$ cat config.mk
export PLATFORM = sky130hd
export DESIGN_NAME = urs_top
export DESIGN_NICKNAME = d
export VERILOG_FILES = /design/src/rtl/urs_top.v
export VERILOG_INCLUDE_DIRS = /design/src /design/src/rtl
export SDC_FILE = /design/constraint.sdc
export NUM_CORES = 1
export LEC_CHECK = 0
export CORE_MARGIN = 2
export CORE_UTILIZATION = 40
export CTS_CLUSTER_DIAMETER = 100
export DETAILED_ROUTE_END_ITERATION = 12
export DONT_BUFFER_PORTS = 1
export HOLD_SLACK_MARGIN = 0.1
export PLACE_DENSITY = 0.55
export SETUP_SLACK_MARGIN = 0.2
export SLEW_MARGIN = 10
export SYNTH_ARGS = -nofsm -noshare
export SYNTH_HDL_FRONTEND = slang
export SYNTH_HIERARCHICAL = 1
export SYNTH_SLANG_ARGS = --single-unit
$ cat constraint.sdc
create_clock -name clk -period 3.8 [get_ports clk]
set_clock_uncertainty 0.15 [all_clocks]
set_input_delay 0.19 -clock clk [delete_from_list [all_inputs] [get_ports clk]]
set_output_delay 0.19 -clock clk [all_outputs]
set_load 0.02 [all_outputs]
$ cat src/rtl/urs_map.vh
`ifndef URS_MAP_VH
`define URS_MAP_VH
// Pin-function select field and polarity bit
`define URS_PINSEL_MSB 2
`define URS_PINSEL_LSB 0
`define URS_PINSEL_RS485 3'h3
`define URS_POL_BIT 3
// Line-control mode field and half-duplex bit
`define URS_MODE_MSB 2
`define URS_MODE_LSB 0
`define URS_MODE_MD_TX 3'h3
`define URS_MODE_MD_GATE 3'h4
`define URS_HDX_BIT 3
// Reset values
`define URS_DELAY_RST 4'h0
`define URS_CNT_RST 16'h0000
// Frame and FIFO shape
`define URS_FIFO_W 8
`define URS_FIFO_D 32
`define URS_FIFO_AW 5
`define URS_DBITS 9
`endif

$ cat src/rtl/urs_top.v
// Operation
// - Pin-select value 3 turns the shared pin into transceiver direction output.
// - Direction output asserts before the first start bit is shifted.
// - With zero delay, direction releases right after the last stop bit.
// - Direction active level follows polarity bit 3.
// - Turn-around delay holds direction 1 to 15 bit times after last stop.
// - Mode values 3 and 4 select the two multidrop matching modes.
// - Multidrop compares against unicast and multicast match values.
// - Ninth bit one marks an address byte; match on either value.
// - Matched address byte is dropped, following data bytes are stored.
// - Unmatched address byte disables receiver until next match.
// - Mode 3 keeps transmitter enabled regardless of match.
// - Mode 4 enables transmitter only while a match holds.
// - Half-duplex bit 3 discards receive input while transmitting.
// - Wide 9-bit mode stores ninth bit in bit 0 of second byte.
`include "urs_map.vh"
`default_nettype none

module urs_fifo #(
  parameter W = 8,
  parameter D = 32,
  parameter AW = 5
) (
  input wire clk,
  input wire reset,
  input wire in_valid,
  output wire in_ready,
  input wire [W-1:0] in_data,
  output wire out_valid,
  input wire out_ready,
  output wire [W-1:0] out_data
);
  reg [W-1:0] mem_reg [0:D-1];
  reg [AW-1:0] wr_reg;
  reg [AW-1:0] rd_reg;
  // Fill count spans 0 to D
  reg [AW:0] cnt_reg;
  wire push;
  wire pop;

  // Full at depth, empty at zero; count is one bit wider than the pointers
  assign in_ready = (cnt_reg != D);
  assign out_valid = (cnt_reg != 0);
  // Show-ahead read: head word always on the output
  assign out_data = mem_reg[rd_reg];
  // Only handshaken words move
  assign push = in_valid & in_ready;
  assign pop = out_valid & out_ready;

  // Storage write
  always @(posedge clk) begin
    if (push) begin
      mem_reg[wr_reg] <= in_data;
    end
  end

  // Pointers and fill count
  always @(posedge clk or posedge reset) begin
    if (reset) begin
      wr_reg <= {AW{1'b0}};
      rd_reg <= {AW{1'b0}};
      cnt_reg <= {(AW+1){1'b0}};
    end else begin
      if (push) begin
        wr_reg <= wr_reg + 1'b1;
      end
      if (pop) begin
        rd_reg <= rd_reg + 1'b1;
      end
      if (push & ~pop) begin
        cnt_reg <= cnt_reg + 1'b1;
      end else if (pop & ~push) begin
        cnt_reg <= cnt_reg - 1'b1;
      end
    end
  end
endmodule

module urs_top (
  input wire clk,
  input wire reset,
  input wire [3:0] pin_mode,
  input wire [3:0] line_mode,
  input wire [3:0] turnaround_delay,
  input wire wide_mode,
  input wire nine_bit,
  input wire [7:0] unicast_match,
  input wire [7:0] multicast_match,
  input wire [15:0] baud_div,
  input wire gpio_out,
  input wire tx_valid,
  output wire tx_ready,
  input wire [8:0] tx_data,
  output reg tx_line,
  input wire rx_line,
  output wire rx_valid,
  input wire rx_ready,
  output wire [7:0] rx_data,
  output reg direction_enable_pin,
  output wire tx_enabled,
  output wire rx_enabled,
  output wire rx_overrun
);
  localparam TX_IDLE = 2'h0;
  localparam TX_SHIFT = 2'h1;
  localparam TX_HOLD = 2'h2;
  localparam RX_IDLE = 2'h0;
  localparam RX_SHIFT = 2'h1;
  localparam RX_PUSH2 = 2'h2;

  wire rs485_on;
  wire md_mode;
  wire hdx_on;
  wire dir_active;
  // Transmit state
  reg [1:0] tx_state_reg;
  reg [15:0] tx_baud_reg;
  reg [3:0] tx_bit_reg;
  reg [10:0] tx_sh_reg;
  reg [3:0] tx_delay_reg;
  // Receive state
  reg [1:0] rx_state_reg;
  reg [15:0] rx_baud_reg;
  reg [3:0] rx_bit_reg;
  reg [8:0] rx_sh_reg;
  reg match_reg;
  reg rx_meta_reg;
  reg rx_sync_reg;
  reg ovr_reg;
  // Receive FIFO feed
  reg fifo_valid;
  reg [7:0] fifo_data;
  wire fifo_ready;
  // Decoded strobes and words
  wire tx_tick;
  wire rx_tick;
  wire [3:0] nbits;
  wire [8:0] rx_word;
  wire is_addr;
  wire addr_hit;
  wire tx_shifting;
  wire tx_holding;
  wire tx_last_bit;
  wire rx_blanked;

  // Mode decode
  assign rs485_on = (pin_mode[`URS_PINSEL_MSB:`URS_PINSEL_LSB] == `URS_PINSEL_RS485);
  assign md_mode = (line_mode[`URS_MODE_MSB:`URS_MODE_LSB] == `URS_MODE_MD_TX) |
                   (line_mode[`URS_MODE_MSB:`URS_MODE_LSB] == `URS_MODE_MD_GATE);
  assign hdx_on = line_mode[`URS_HDX_BIT];

  // Transmit gating by mode
  assign tx_enabled = (line_mode[`URS_MODE_MSB:`URS_MODE_LSB] == `URS_MODE_MD_GATE) ?
                      match_reg : 1'b1;
  assign rx_enabled = ~md_mode | match_reg;
  assign rx_overrun = ovr_reg;
  assign tx_ready = (tx_state_reg != TX_SHIFT) & tx_enabled;
  assign nbits = nine_bit ? 4'ha : 4'h9;
  assign tx_tick = (tx_baud_reg == 16'h0000);
  assign rx_tick = (rx_baud_reg == 16'h0000);

  // Transmit phase decode
  assign tx_shifting = (tx_state_reg == TX_SHIFT);
  assign tx_holding = (tx_state_reg == TX_HOLD);
  // Final stop bit of the frame leaves the shifter
  assign tx_last_bit = (tx_bit_reg == nbits + 4'h1);
  // Own frame on the wire blanks the receiver in half-duplex
  assign rx_blanked = hdx_on & tx_shifting;

  // Transmitter: frame shifter and turn-around hold
  always @(posedge clk or posedge reset) begin
    if (reset) begin
      tx_state_reg <= TX_IDLE;
      tx_baud_reg <= `URS_CNT_RST;
      tx_bit_reg <= 4'h0;
      tx_sh_reg <= 11'h7ff;
      tx_delay_reg <= `URS_DELAY_RST;
      tx_line <= 1'b1;
    end else begin
      case (tx_state_reg)
        TX_IDLE, TX_HOLD: begin
          tx_line <= 1'b1;
          if (tx_valid & tx_enabled) begin
            // Start bit waits one bit time behind direction turn-on
            tx_sh_reg <= nine_bit ? {1'b1, tx_data, 1'b0} : {2'b11, tx_data[7:0], 1'b0};
            tx_bit_reg <= 4'h0;
            tx_baud_reg <= baud_div;
            tx_state_reg <= TX_SHIFT;
          end else if (tx_state_reg == TX_HOLD) begin
            // Hold counts whole bit times before release
            if (tx_delay_reg == 4'h0) begin
              tx_state_reg <= TX_IDLE;
            end else if (tx_tick) begin
              tx_baud_reg <= baud_div;
              tx_delay_reg <= tx_delay_reg - 4'h1;
            end else begin
              tx_baud_reg <= tx_baud_reg - 16'h0001;
            end
          end
        end
        TX_SHIFT: begin
          // One bit per tick, stop bit last
          if (tx_tick) begin
            tx_baud_reg <= baud_div;
            tx_line <= tx_sh_reg[0];
            tx_sh_reg <= {1'b1, tx_sh_reg[10:1]};
            tx_bit_reg <= tx_bit_reg + 4'h1;
            if (tx_last_bit) begin
              tx_delay_reg <= turnaround_delay;
              tx_state_reg <= TX_HOLD;
            end
          end else begin
            tx_baud_reg <= tx_baud_reg - 16'h0001;
          end
        end
        default: begin
          tx_state_reg <= TX_IDLE;
        end
      endcase
    end
  end


  // Direction pin with polarity and ordinary function fallback
  assign dir_active = tx_shifting | (tx_holding & (tx_delay_reg != 4'h0));
  always @(posedge clk or posedge reset) begin
    if (reset) begin
      direction_enable_pin <= 1'b0;
    end else if (rs485_on) begin
      // Polarity bit picks the active level
      direction_enable_pin <= dir_active ^ ~pin_mode[`URS_POL_BIT];
    end else begin
      direction_enable_pin <= gpio_out;
    end
  end


  // Receive pin synchroniser; only the second flop is read
  always @(posedge clk or posedge reset) begin
    if (reset) begin
      rx_meta_reg <= 1'b1;
      rx_sync_reg <= 1'b1;
    end else begin
      rx_meta_reg <= rx_line;
      rx_sync_reg <= rx_meta_reg;
    end
  end


  // Received word and address compare
  assign rx_word = nine_bit ? rx_sh_reg : {1'b0, rx_sh_reg[8:1]};
  assign is_addr = rx_word[8];
  assign addr_hit = (rx_word[7:0] == unicast_match) | (rx_word[7:0] == multicast_match);


  // Receiver: sampling, address filter, FIFO push
  always @(posedge clk or posedge reset) begin
    if (reset) begin
      rx_state_reg <= RX_IDLE;
      rx_baud_reg <= `URS_CNT_RST;
      rx_bit_reg <= 4'h0;
      rx_sh_reg <= 9'h000;
      match_reg <= 1'b0;
      ovr_reg <= 1'b0;
      fifo_valid <= 1'b0;
      fifo_data <= 8'h00;
    end else begin
      fifo_valid <= 1'b0;
      case (rx_state_reg)
        RX_IDLE: begin
          // Ignore line while sending in half-duplex
          if (~rx_sync_reg & ~rx_blanked) begin
            rx_baud_reg <= {1'b0, baud_div[15:1]};
            rx_bit_reg <= 4'h0;
            rx_state_reg <= RX_SHIFT;
          end
        end
        RX_SHIFT: begin
          if (rx_blanked) begin
            rx_state_reg <= RX_IDLE;
          end else if (rx_tick) begin
            rx_baud_reg <= baud_div;
            rx_bit_reg <= rx_bit_reg + 4'h1;
            // Start bit checked at its middle; a high line was a glitch
            if (rx_bit_reg == 4'h0) begin
              if (rx_sync_reg) begin
                rx_state_reg <= RX_IDLE;
              end
            end else if (rx_bit_reg <= nbits - 4'h1) begin
              rx_sh_reg <= {rx_sync_reg, rx_sh_reg[8:1]};
            end else begin
              rx_state_reg <= RX_IDLE;
              // Address bytes steer the match, data bytes follow it
              if (md_mode & is_addr) begin
                match_reg <= addr_hit;
              end else if (~md_mode | match_reg) begin
                fifo_valid <= 1'b1;
                fifo_data <= rx_word[7:0];
                ovr_reg <= ovr_reg | ~fifo_ready;
                if (wide_mode & nine_bit) begin
                  rx_state_reg <= RX_PUSH2;
                end
              end
            end
          end else begin
            rx_baud_reg <= rx_baud_reg - 16'h0001;
          end
        end
        RX_PUSH2: begin
          // Second byte carries ninth bit in bit 0
          fifo_valid <= 1'b1;
          fifo_data <= {7'h00, rx_word[8]};
          ovr_reg <= ovr_reg | ~fifo_ready;
          rx_state_reg <= RX_IDLE;
        end
        default: begin
          rx_state_reg <= RX_IDLE;
        end
      endcase
    end
  end


  // Receive buffer toward the host side
  urs_fifo #(
    .W(`URS_FIFO_W),
    .D(`URS_FIFO_D),
    .AW(`URS_FIFO_AW)
  ) u_rx_fifo (
    .clk(clk),
    .reset(reset),
    .in_valid(fifo_valid),
    .in_ready(fifo_ready),
    .in_data(fifo_data),
    .out_valid(rx_valid),
    .out_ready(rx_ready),
    .out_data(rx_data)
  );
endmodule
`default_nettype wire

=== Yosys cells after proc, flatten, opt, wreduce, memory -nomap -nowiden ===
Memory sizes are Yosys's and may differ from the RTL's.
Cells that the tools add are included.

* Flip-flop bits (word level): 99
* Memory bits (writable): 256
* Memories: 1
* Output and inout bits: 15
* Logic and storage cells: 189

* Add/subtract/negate cells: 11
* Equal/unequal tests: 32
* Order comparisons: 1
* Mux-type cells: 74
* Reductions and logical operators: 24
* Bitwise gates (word level): 26

{| class="wikitable"
|+ Memory list
! name !! depth !! width !! read ports !! clocked after Yosys merged registers in !! write ports !! RTL line !! RTL
|-
| u_rx_fifo.mem_reg || 32 || 8 || 1 || 0 || 1 || urs_top.v:33 || <nowiki>reg [W-1:0] mem_reg [0:D-1];</nowiki>
|}

{| class="wikitable"
|+ Operators with widths
! operator !! number
|-
| $mux W16 || 7
|-
| $pmux W16 S2 || 2
|-
| $mux W8 || 6
|-
| $mux W4 || 11
|-
| $logic_not A16 Y1 || 2
|-
| $sub A16 B1 Y16 const B || 2
|-
| $mux W2 || 15
|-
| $ne A2 B2 Y1 const B || 13
|-
| $pmux W4 S2 || 3
|-
| $mux W11 || 2
|-
| $pmux W11 S2 || 1
|-
| $mux W1 || 17
|-
| $eq A8 B8 Y1 || 2
|-
| $pmux W8 S2 || 1
|-
| $reduce_and A7 Y1 || 2
|-
| $add A4 B1 Y4 const B || 3
|-
| $mux W6 || 2
|-
| $ne A3 B3 Y1 const B || 4
|-
| $reduce_and A4 Y1 || 3
|-
| $and A1 B1 Y1 || 11
|-
| $add A5 B1 Y5 const B || 2
|-
| $mux W10 || 1
|-
| $mux W9 || 1
|-
| $not A1 Y1 || 9
|-
| other kinds (26) || 46
|}

=== Logic depth before layout (Yosys ltp) ===
* Depth after elaboration: 11
* Gate-level depth with buffers: 10
* Gate-level depth less buffers: 10

=== By module ===
Netlist, hierarchy kept.

{| class="wikitable"
|+ By module, submodules not included
! module !! sequential area each (um2) !! cells an instance !! area each (um2) !! times used
|-
| urs_fifo || 8087.8 || 564 || 10950.5 || 1
|-
| urs_top || 2068.2 || 582 || 5129.9 || 1
|}

=== Worst setup path before layout ===
No wires, ideal clock.

* Path kind: register -> register
* Start: register u_rx_fifo.cnt_reg[0]
* End: register u_rx_fifo.cnt_reg[4]
* Setup time: 0.137 ns
* Cell stages (with the launch flop): 11
* Setup slack: 0.984 ns
* Arrival: 2.529 ns
* Buffers on the path: 1
* Required time: 3.513 ns
* Period minus slack after synthesis: 2.816 ns
* Cells stage by stage: dfrtp_1 -> or4_1 -> o31a_1 -> buf_2 -> ha_1 -> inv_1 -> ha_1 -> nor2b_1 -> o21ai_0 -> nor3b_1 -> o31ai_1

* Longest elaborated chain between the ends: 5
* Elaborated cells between the ends (all ways): 13
* Those cells by class: add/sub (2); eq/ne (1); mux (2); bitwise (6); reduce/logical (2)

{| class="wikitable"
|+ Ends and longest elaborated chain
! what !! RTL line !! RTL
|-
| from (decl) || urs_top.v:37 || <nowiki>reg [AW:0] cnt_reg;</nowiki>
|-
| from (signal assigned) || urs_top.v:62 || <nowiki>cnt_reg <= {(AW+1){1'b0}};</nowiki>
|-
| from (signal assigned) || urs_top.v:71 || <nowiki>cnt_reg <= cnt_reg + 1'b1;</nowiki>
|-
| from (signal assigned) || urs_top.v:73 || <nowiki>cnt_reg <= cnt_reg - 1'b1;</nowiki>
|-
| $ne A6 B6 Y1 * || urs_top.v:42 || <nowiki>assign in_ready = (cnt_reg != D);</nowiki>
|-
| $and A1 B1 Y1 * || urs_top.v:47 || <nowiki>assign push = in_valid & in_ready;</nowiki>
|-
| net u_rx_fifo.push || urs_top.v:38 || <nowiki>wire push;</nowiki>
|-
| $not A1 Y1 || urs_top.v:72 || <nowiki>end else if (pop & ~push) begin</nowiki>
|-
| $and A1 B1 Y1 || urs_top.v:72 ||
|-
| $reduce_bool A2 Y1 (no source line) || - ||
|}

The timed path passes the listed nets; every way through them passes the cells marked *. The select of a mux whose other input is x is not followed.
A chain may end at the register's enable or synchronous reset.

=== Worst setup path in the final report ===
* Start: register u_rx_fifo.rd_reg[0]
* End: output rx_data[7]

* Longest elaborated chain between the ends: 1

{| class="wikitable"
|+ Ends and longest elaborated chain
! what !! RTL line !! RTL
|-
| from (decl) || urs_top.v:35 || <nowiki>reg [AW-1:0] rd_reg;</nowiki>
|-
| from (signal assigned) || urs_top.v:61 || <nowiki>rd_reg <= {AW{1'b0}};</nowiki>
|-
| from (signal assigned) || urs_top.v:68 || <nowiki>rd_reg <= rd_reg + 1'b1;</nowiki>
|-
| $mem_v2 Z32 W8 || - ||
|-
| to (decl) || urs_top.v:98 || <nowiki>output wire [7:0] rx_data,</nowiki>
|}

No other way between the ends.

==> impl_metrics.env <==
export IMPL_status="complete, no violations"
export IMPL_synthFlopType="edfxtp_1"
export IMPL_fmax_ghz=0.294
export IMPL_min_period_ps=3400
export IMPL_start_util_pct=40.5
export IMPL_ys_ff_latch=354
export IMPL_grt_pass1_vias=10113
export IMPL_cp_required_ps=3460
export IMPL_cts_buffers=40
export IMPL_syn_cell_area_um2=16100
export IMPL_place_congestion=0.786
export IMPL_wl_um=37500
export IMPL_syn_area_per_cell_um2=14.0
export IMPL_vdd_drop_max_mv=0.391
export IMPL_final_common_cell="edfxtp_1"
export IMPL_synth_edff_count=256
export IMPL_io_buffers=0
export IMPL_slew_viol_final=0
export IMPL_rsz0062_at_grt="no"
export IMPL_worst_slew_pin_slew_ps=1170
export IMPL_via_count=9870
export IMPL_start_kind="flip-flop"
export IMPL_max_cap_viol_count=0
export IMPL_hold_viol=0
export IMPL_area_growth_pct=15.6
export IMPL_timing_slew_headroom_pct=21.7
export IMPL_ctsRootBufferMaster="clkbuf_16"
export IMPL_drive_gt1_share_pct=15.2
export IMPL_drc=0
export IMPL_core_um2=39700
export IMPL_crit_type="flip-flop to output port"
export IMPL_finalSetupViolCount=0
export IMPL_min_to="tx_state_reg[1]"
export IMPL_final_cell_mix="256 x edfxtp_1, 83 x dfrtp_1, 81 x nor2_1, 81 x nand2_1, 74 x o21ai_0"
export IMPL_reg2reg_depth=8
export IMPL_slowest_delay_ps=700
export IMPL_seq_area_frac_synth_pct=63.2
export IMPL_fin_ws_ps=401
export IMPL_yosysUniqueCellTypes=79
export IMPL_crit_path_top_delay_cell="dfrtp_4"
export IMPL_num_rows=73
export IMPL_die_h_um=205
export IMPL_fin_tns_setup_ps=0
export IMPL_grt_overflow=0
export IMPL_cp_common_cell="buf_4"
export IMPL_postLayoutCoreUtil_pct=46.8
export IMPL_fin_crit_sh_pct=89.4
export IMPL_yosys_warnings=6
export IMPL_cp_top_family="flip-flops"
export IMPL_fin_nets=1306
export IMPL_power_per_cell_area_nw_per_um2=653
export IMPL_n_fill_cell=3524
export IMPL_largest_reg_flops=256
export IMPL_r2r_end="tx_delay_reg[1]"
export IMPL_antenna_found_initial=1
export IMPL_path_clk_slew_ps=60
export IMPL_vias_per_cell=5.56
export IMPL_drt_pass1_iterations=5
export IMPL_clockBufferDepth=3
export IMPL_cp_cell_sequence="buf_4 > buf_4 > mux4_2 > a2111oi_2 > a21oi_1 > buf_4"
export IMPL_synth_cells=1146
export IMPL_track_usage_pct=18.3
export IMPL_wl_per_cell_um=21.1
export IMPL_die_x_um=205
export IMPL_crit_buf_inv=3
export IMPL_grt_pass1_wl_um=58900
export IMPL_pre_cts_slack_ps=718
export IMPL_drt_iter0_drc=605
export IMPL_r2r_start="match_reg"
export IMPL_leakage_nw=6.31
export IMPL_hpwl_um=23900
export IMPL_clkSinkCount=354
export IMPL_holdPathStages=3
export IMPL_endpoint_kind="output port"
export IMPL_cts_htree_levels=2
export IMPL_die_area_um2=41800
export IMPL_worstPathArrival_ps=3060
export IMPL_pin_count=76
export IMPL_grt_max_degree=50
export IMPL_holdCritStartpoint="line_mode[0]"
export IMPL_r2r_slack_ps=420
export IMPL_cp_max_fo=21
export IMPL_clk_latency_ps=540
export IMPL_syn_num_nets=1231
export IMPL_hold_path_class="input pin to flip-flop"
export IMPL_async_reset_ff_share_pct=27.7
export IMPL_drtAntennaViolNets=0
export IMPL_cts_tree="built"
-- kinds of logic after synthesis --
logic type	after synthesis	synth area share (%)
xor+xnor	34	1.85
fa+ha+maj	24	1.91
buf+inv	89	2.71
mux	119	11.6
simple gates	290	9.13
compound gates	236	9.65
flops	354	63.2
-- synthesized netlist by cell type, types with 5 or more instances --
cell      instances  area share, %
nor2b_1           7           0.27
buf_2            23           0.72
xnor2_1          21            1.1
mux4_2           36            5.0
mux4_1           12            2.0
a31oi_1          15           0.58
o22ai_1           7           0.27
a22oi_1          12           0.56
nor3_1           25           0.78
clkbuf_1         26           0.61
edfxtp_1        256             48
nand3_1          15           0.47
nor3b_1           6           0.28
nand2b_1          8           0.31
dfrtp_1          85             13
ha_1             23            1.8
inv_1            26           0.61
nand2_1          81            1.9
a211oi_1          8           0.37
a22o_1           12           0.65
nor2_1           81            1.9
mux2i_1          50            3.1
xor2_1           13           0.71
dfstp_2          13            2.1
nor4_1           12           0.47
a21oi_1          51            1.6
buf_6             6           0.42
nand4_1          10           0.39
or3_1             9           0.35
o211ai_1          8           0.37
o31a_1            5           0.27
o21ai_0          74            2.3
o221ai_1          8           0.44
nand3b_1          8           0.37
mux2_2           21            1.5
-- worst max path at each step --
stage / startpoint / slack [ps] / to / depth (start not counted)
after floorplan: u_rx_fifo/cnt_reg[0] / 980 / u_rx_fifo/cnt_reg[4] / 10
after global placement: u_rx_fifo/cnt_reg[0] / 820 / u_rx_fifo/cnt_reg[4] / 9
after detailed placement: u_rx_fifo/cnt_reg[0] / 720 / u_rx_fifo/cnt_reg[4] / 9
after CTS: u_rx_fifo/rd_reg[0] / 350 / rx_data[7] / 6
after global routing: u_rx_fifo/rd_reg[0] / 230 / rx_data[2] / 6
final: u_rx_fifo/rd_reg[0] / 400 / rx_data[7] / 6
-- metal layers --
metal / track usage [%] / routed length, um / share of wire, %
met1: 24.8 / 16600 / 44
met2: 30.9 / 18300 / 49
met3: 3.09 / 1940 / 5.2
met4: 4.48 / 614 / 1.6
met5: 0 / 0 / 0
-- worst register-to-register path, delay by kind of cell, from the launching register on --
| kind | cells | cell delay (ps) |
|---|---|---|
| buf+inv | 2 | 1140 |
| compound gates | 4 | 690 |
| flops | 1 | 390 |
| simple gates | 2 | 940 |
-- report_power, final --
part / internal [mW] / total, mW / switching, mW / leakage [nW]
clock: 2.26 / 3.82 / 1.56 / 0.642
sequential: 4.46 / 4.99 / 0.534 / 3.26
combinational: 1.46 / 3.32 / 1.86 / 2.41
total: 8.18 / 12.1 / 3.95 / 6.31
-- metrics by stage --
stage / hold slack, ps / instance area, um2 / power, mW / instances
3_3_place_gp: 44.8 / 16700 / 8.22 / 1642
6_report: 130 / 18600 / 12.1 / 1776
3_5_place_dp: 44.9 / 16700 / 8.27 / 1642
2_1_floorplan: -46.3 / 16100 / 7.34 / 1146
4_1_cts: 119 / 18600 / 12.2 / 1774
5_1_grt: 160 / 18600 / 12.8 / 1776
-- repair_timing --
action                                  CTS  global route
gates resized for setup                   0             1
endpoints found under the hold margin   136             0
hold buffers                             61             0
setup buffers                             0             1
endpoints found under the setup margin    0             2
-- final cells by class --
| class | count | area, um2 | area share (%) |
|---|---|---|---|
| clock buffer | 47 | 1050 | 5.64 |
| sequential | 354 | 10200 | 54.7 |
| tap | 525 | 657 | 3.53 |
| antenna | 1 | 2.50 | 0.0135 |
| inverter | 28 | 106 | 0.572 |
| multi-input combinational | 703 | 5490 | 29.6 |
| clock inverter | 24 | 249 | 1.34 |
| timing repair buffer | 94 | 871 | 4.68 |
No activity file was read; power rests on OpenSTA's default activity.
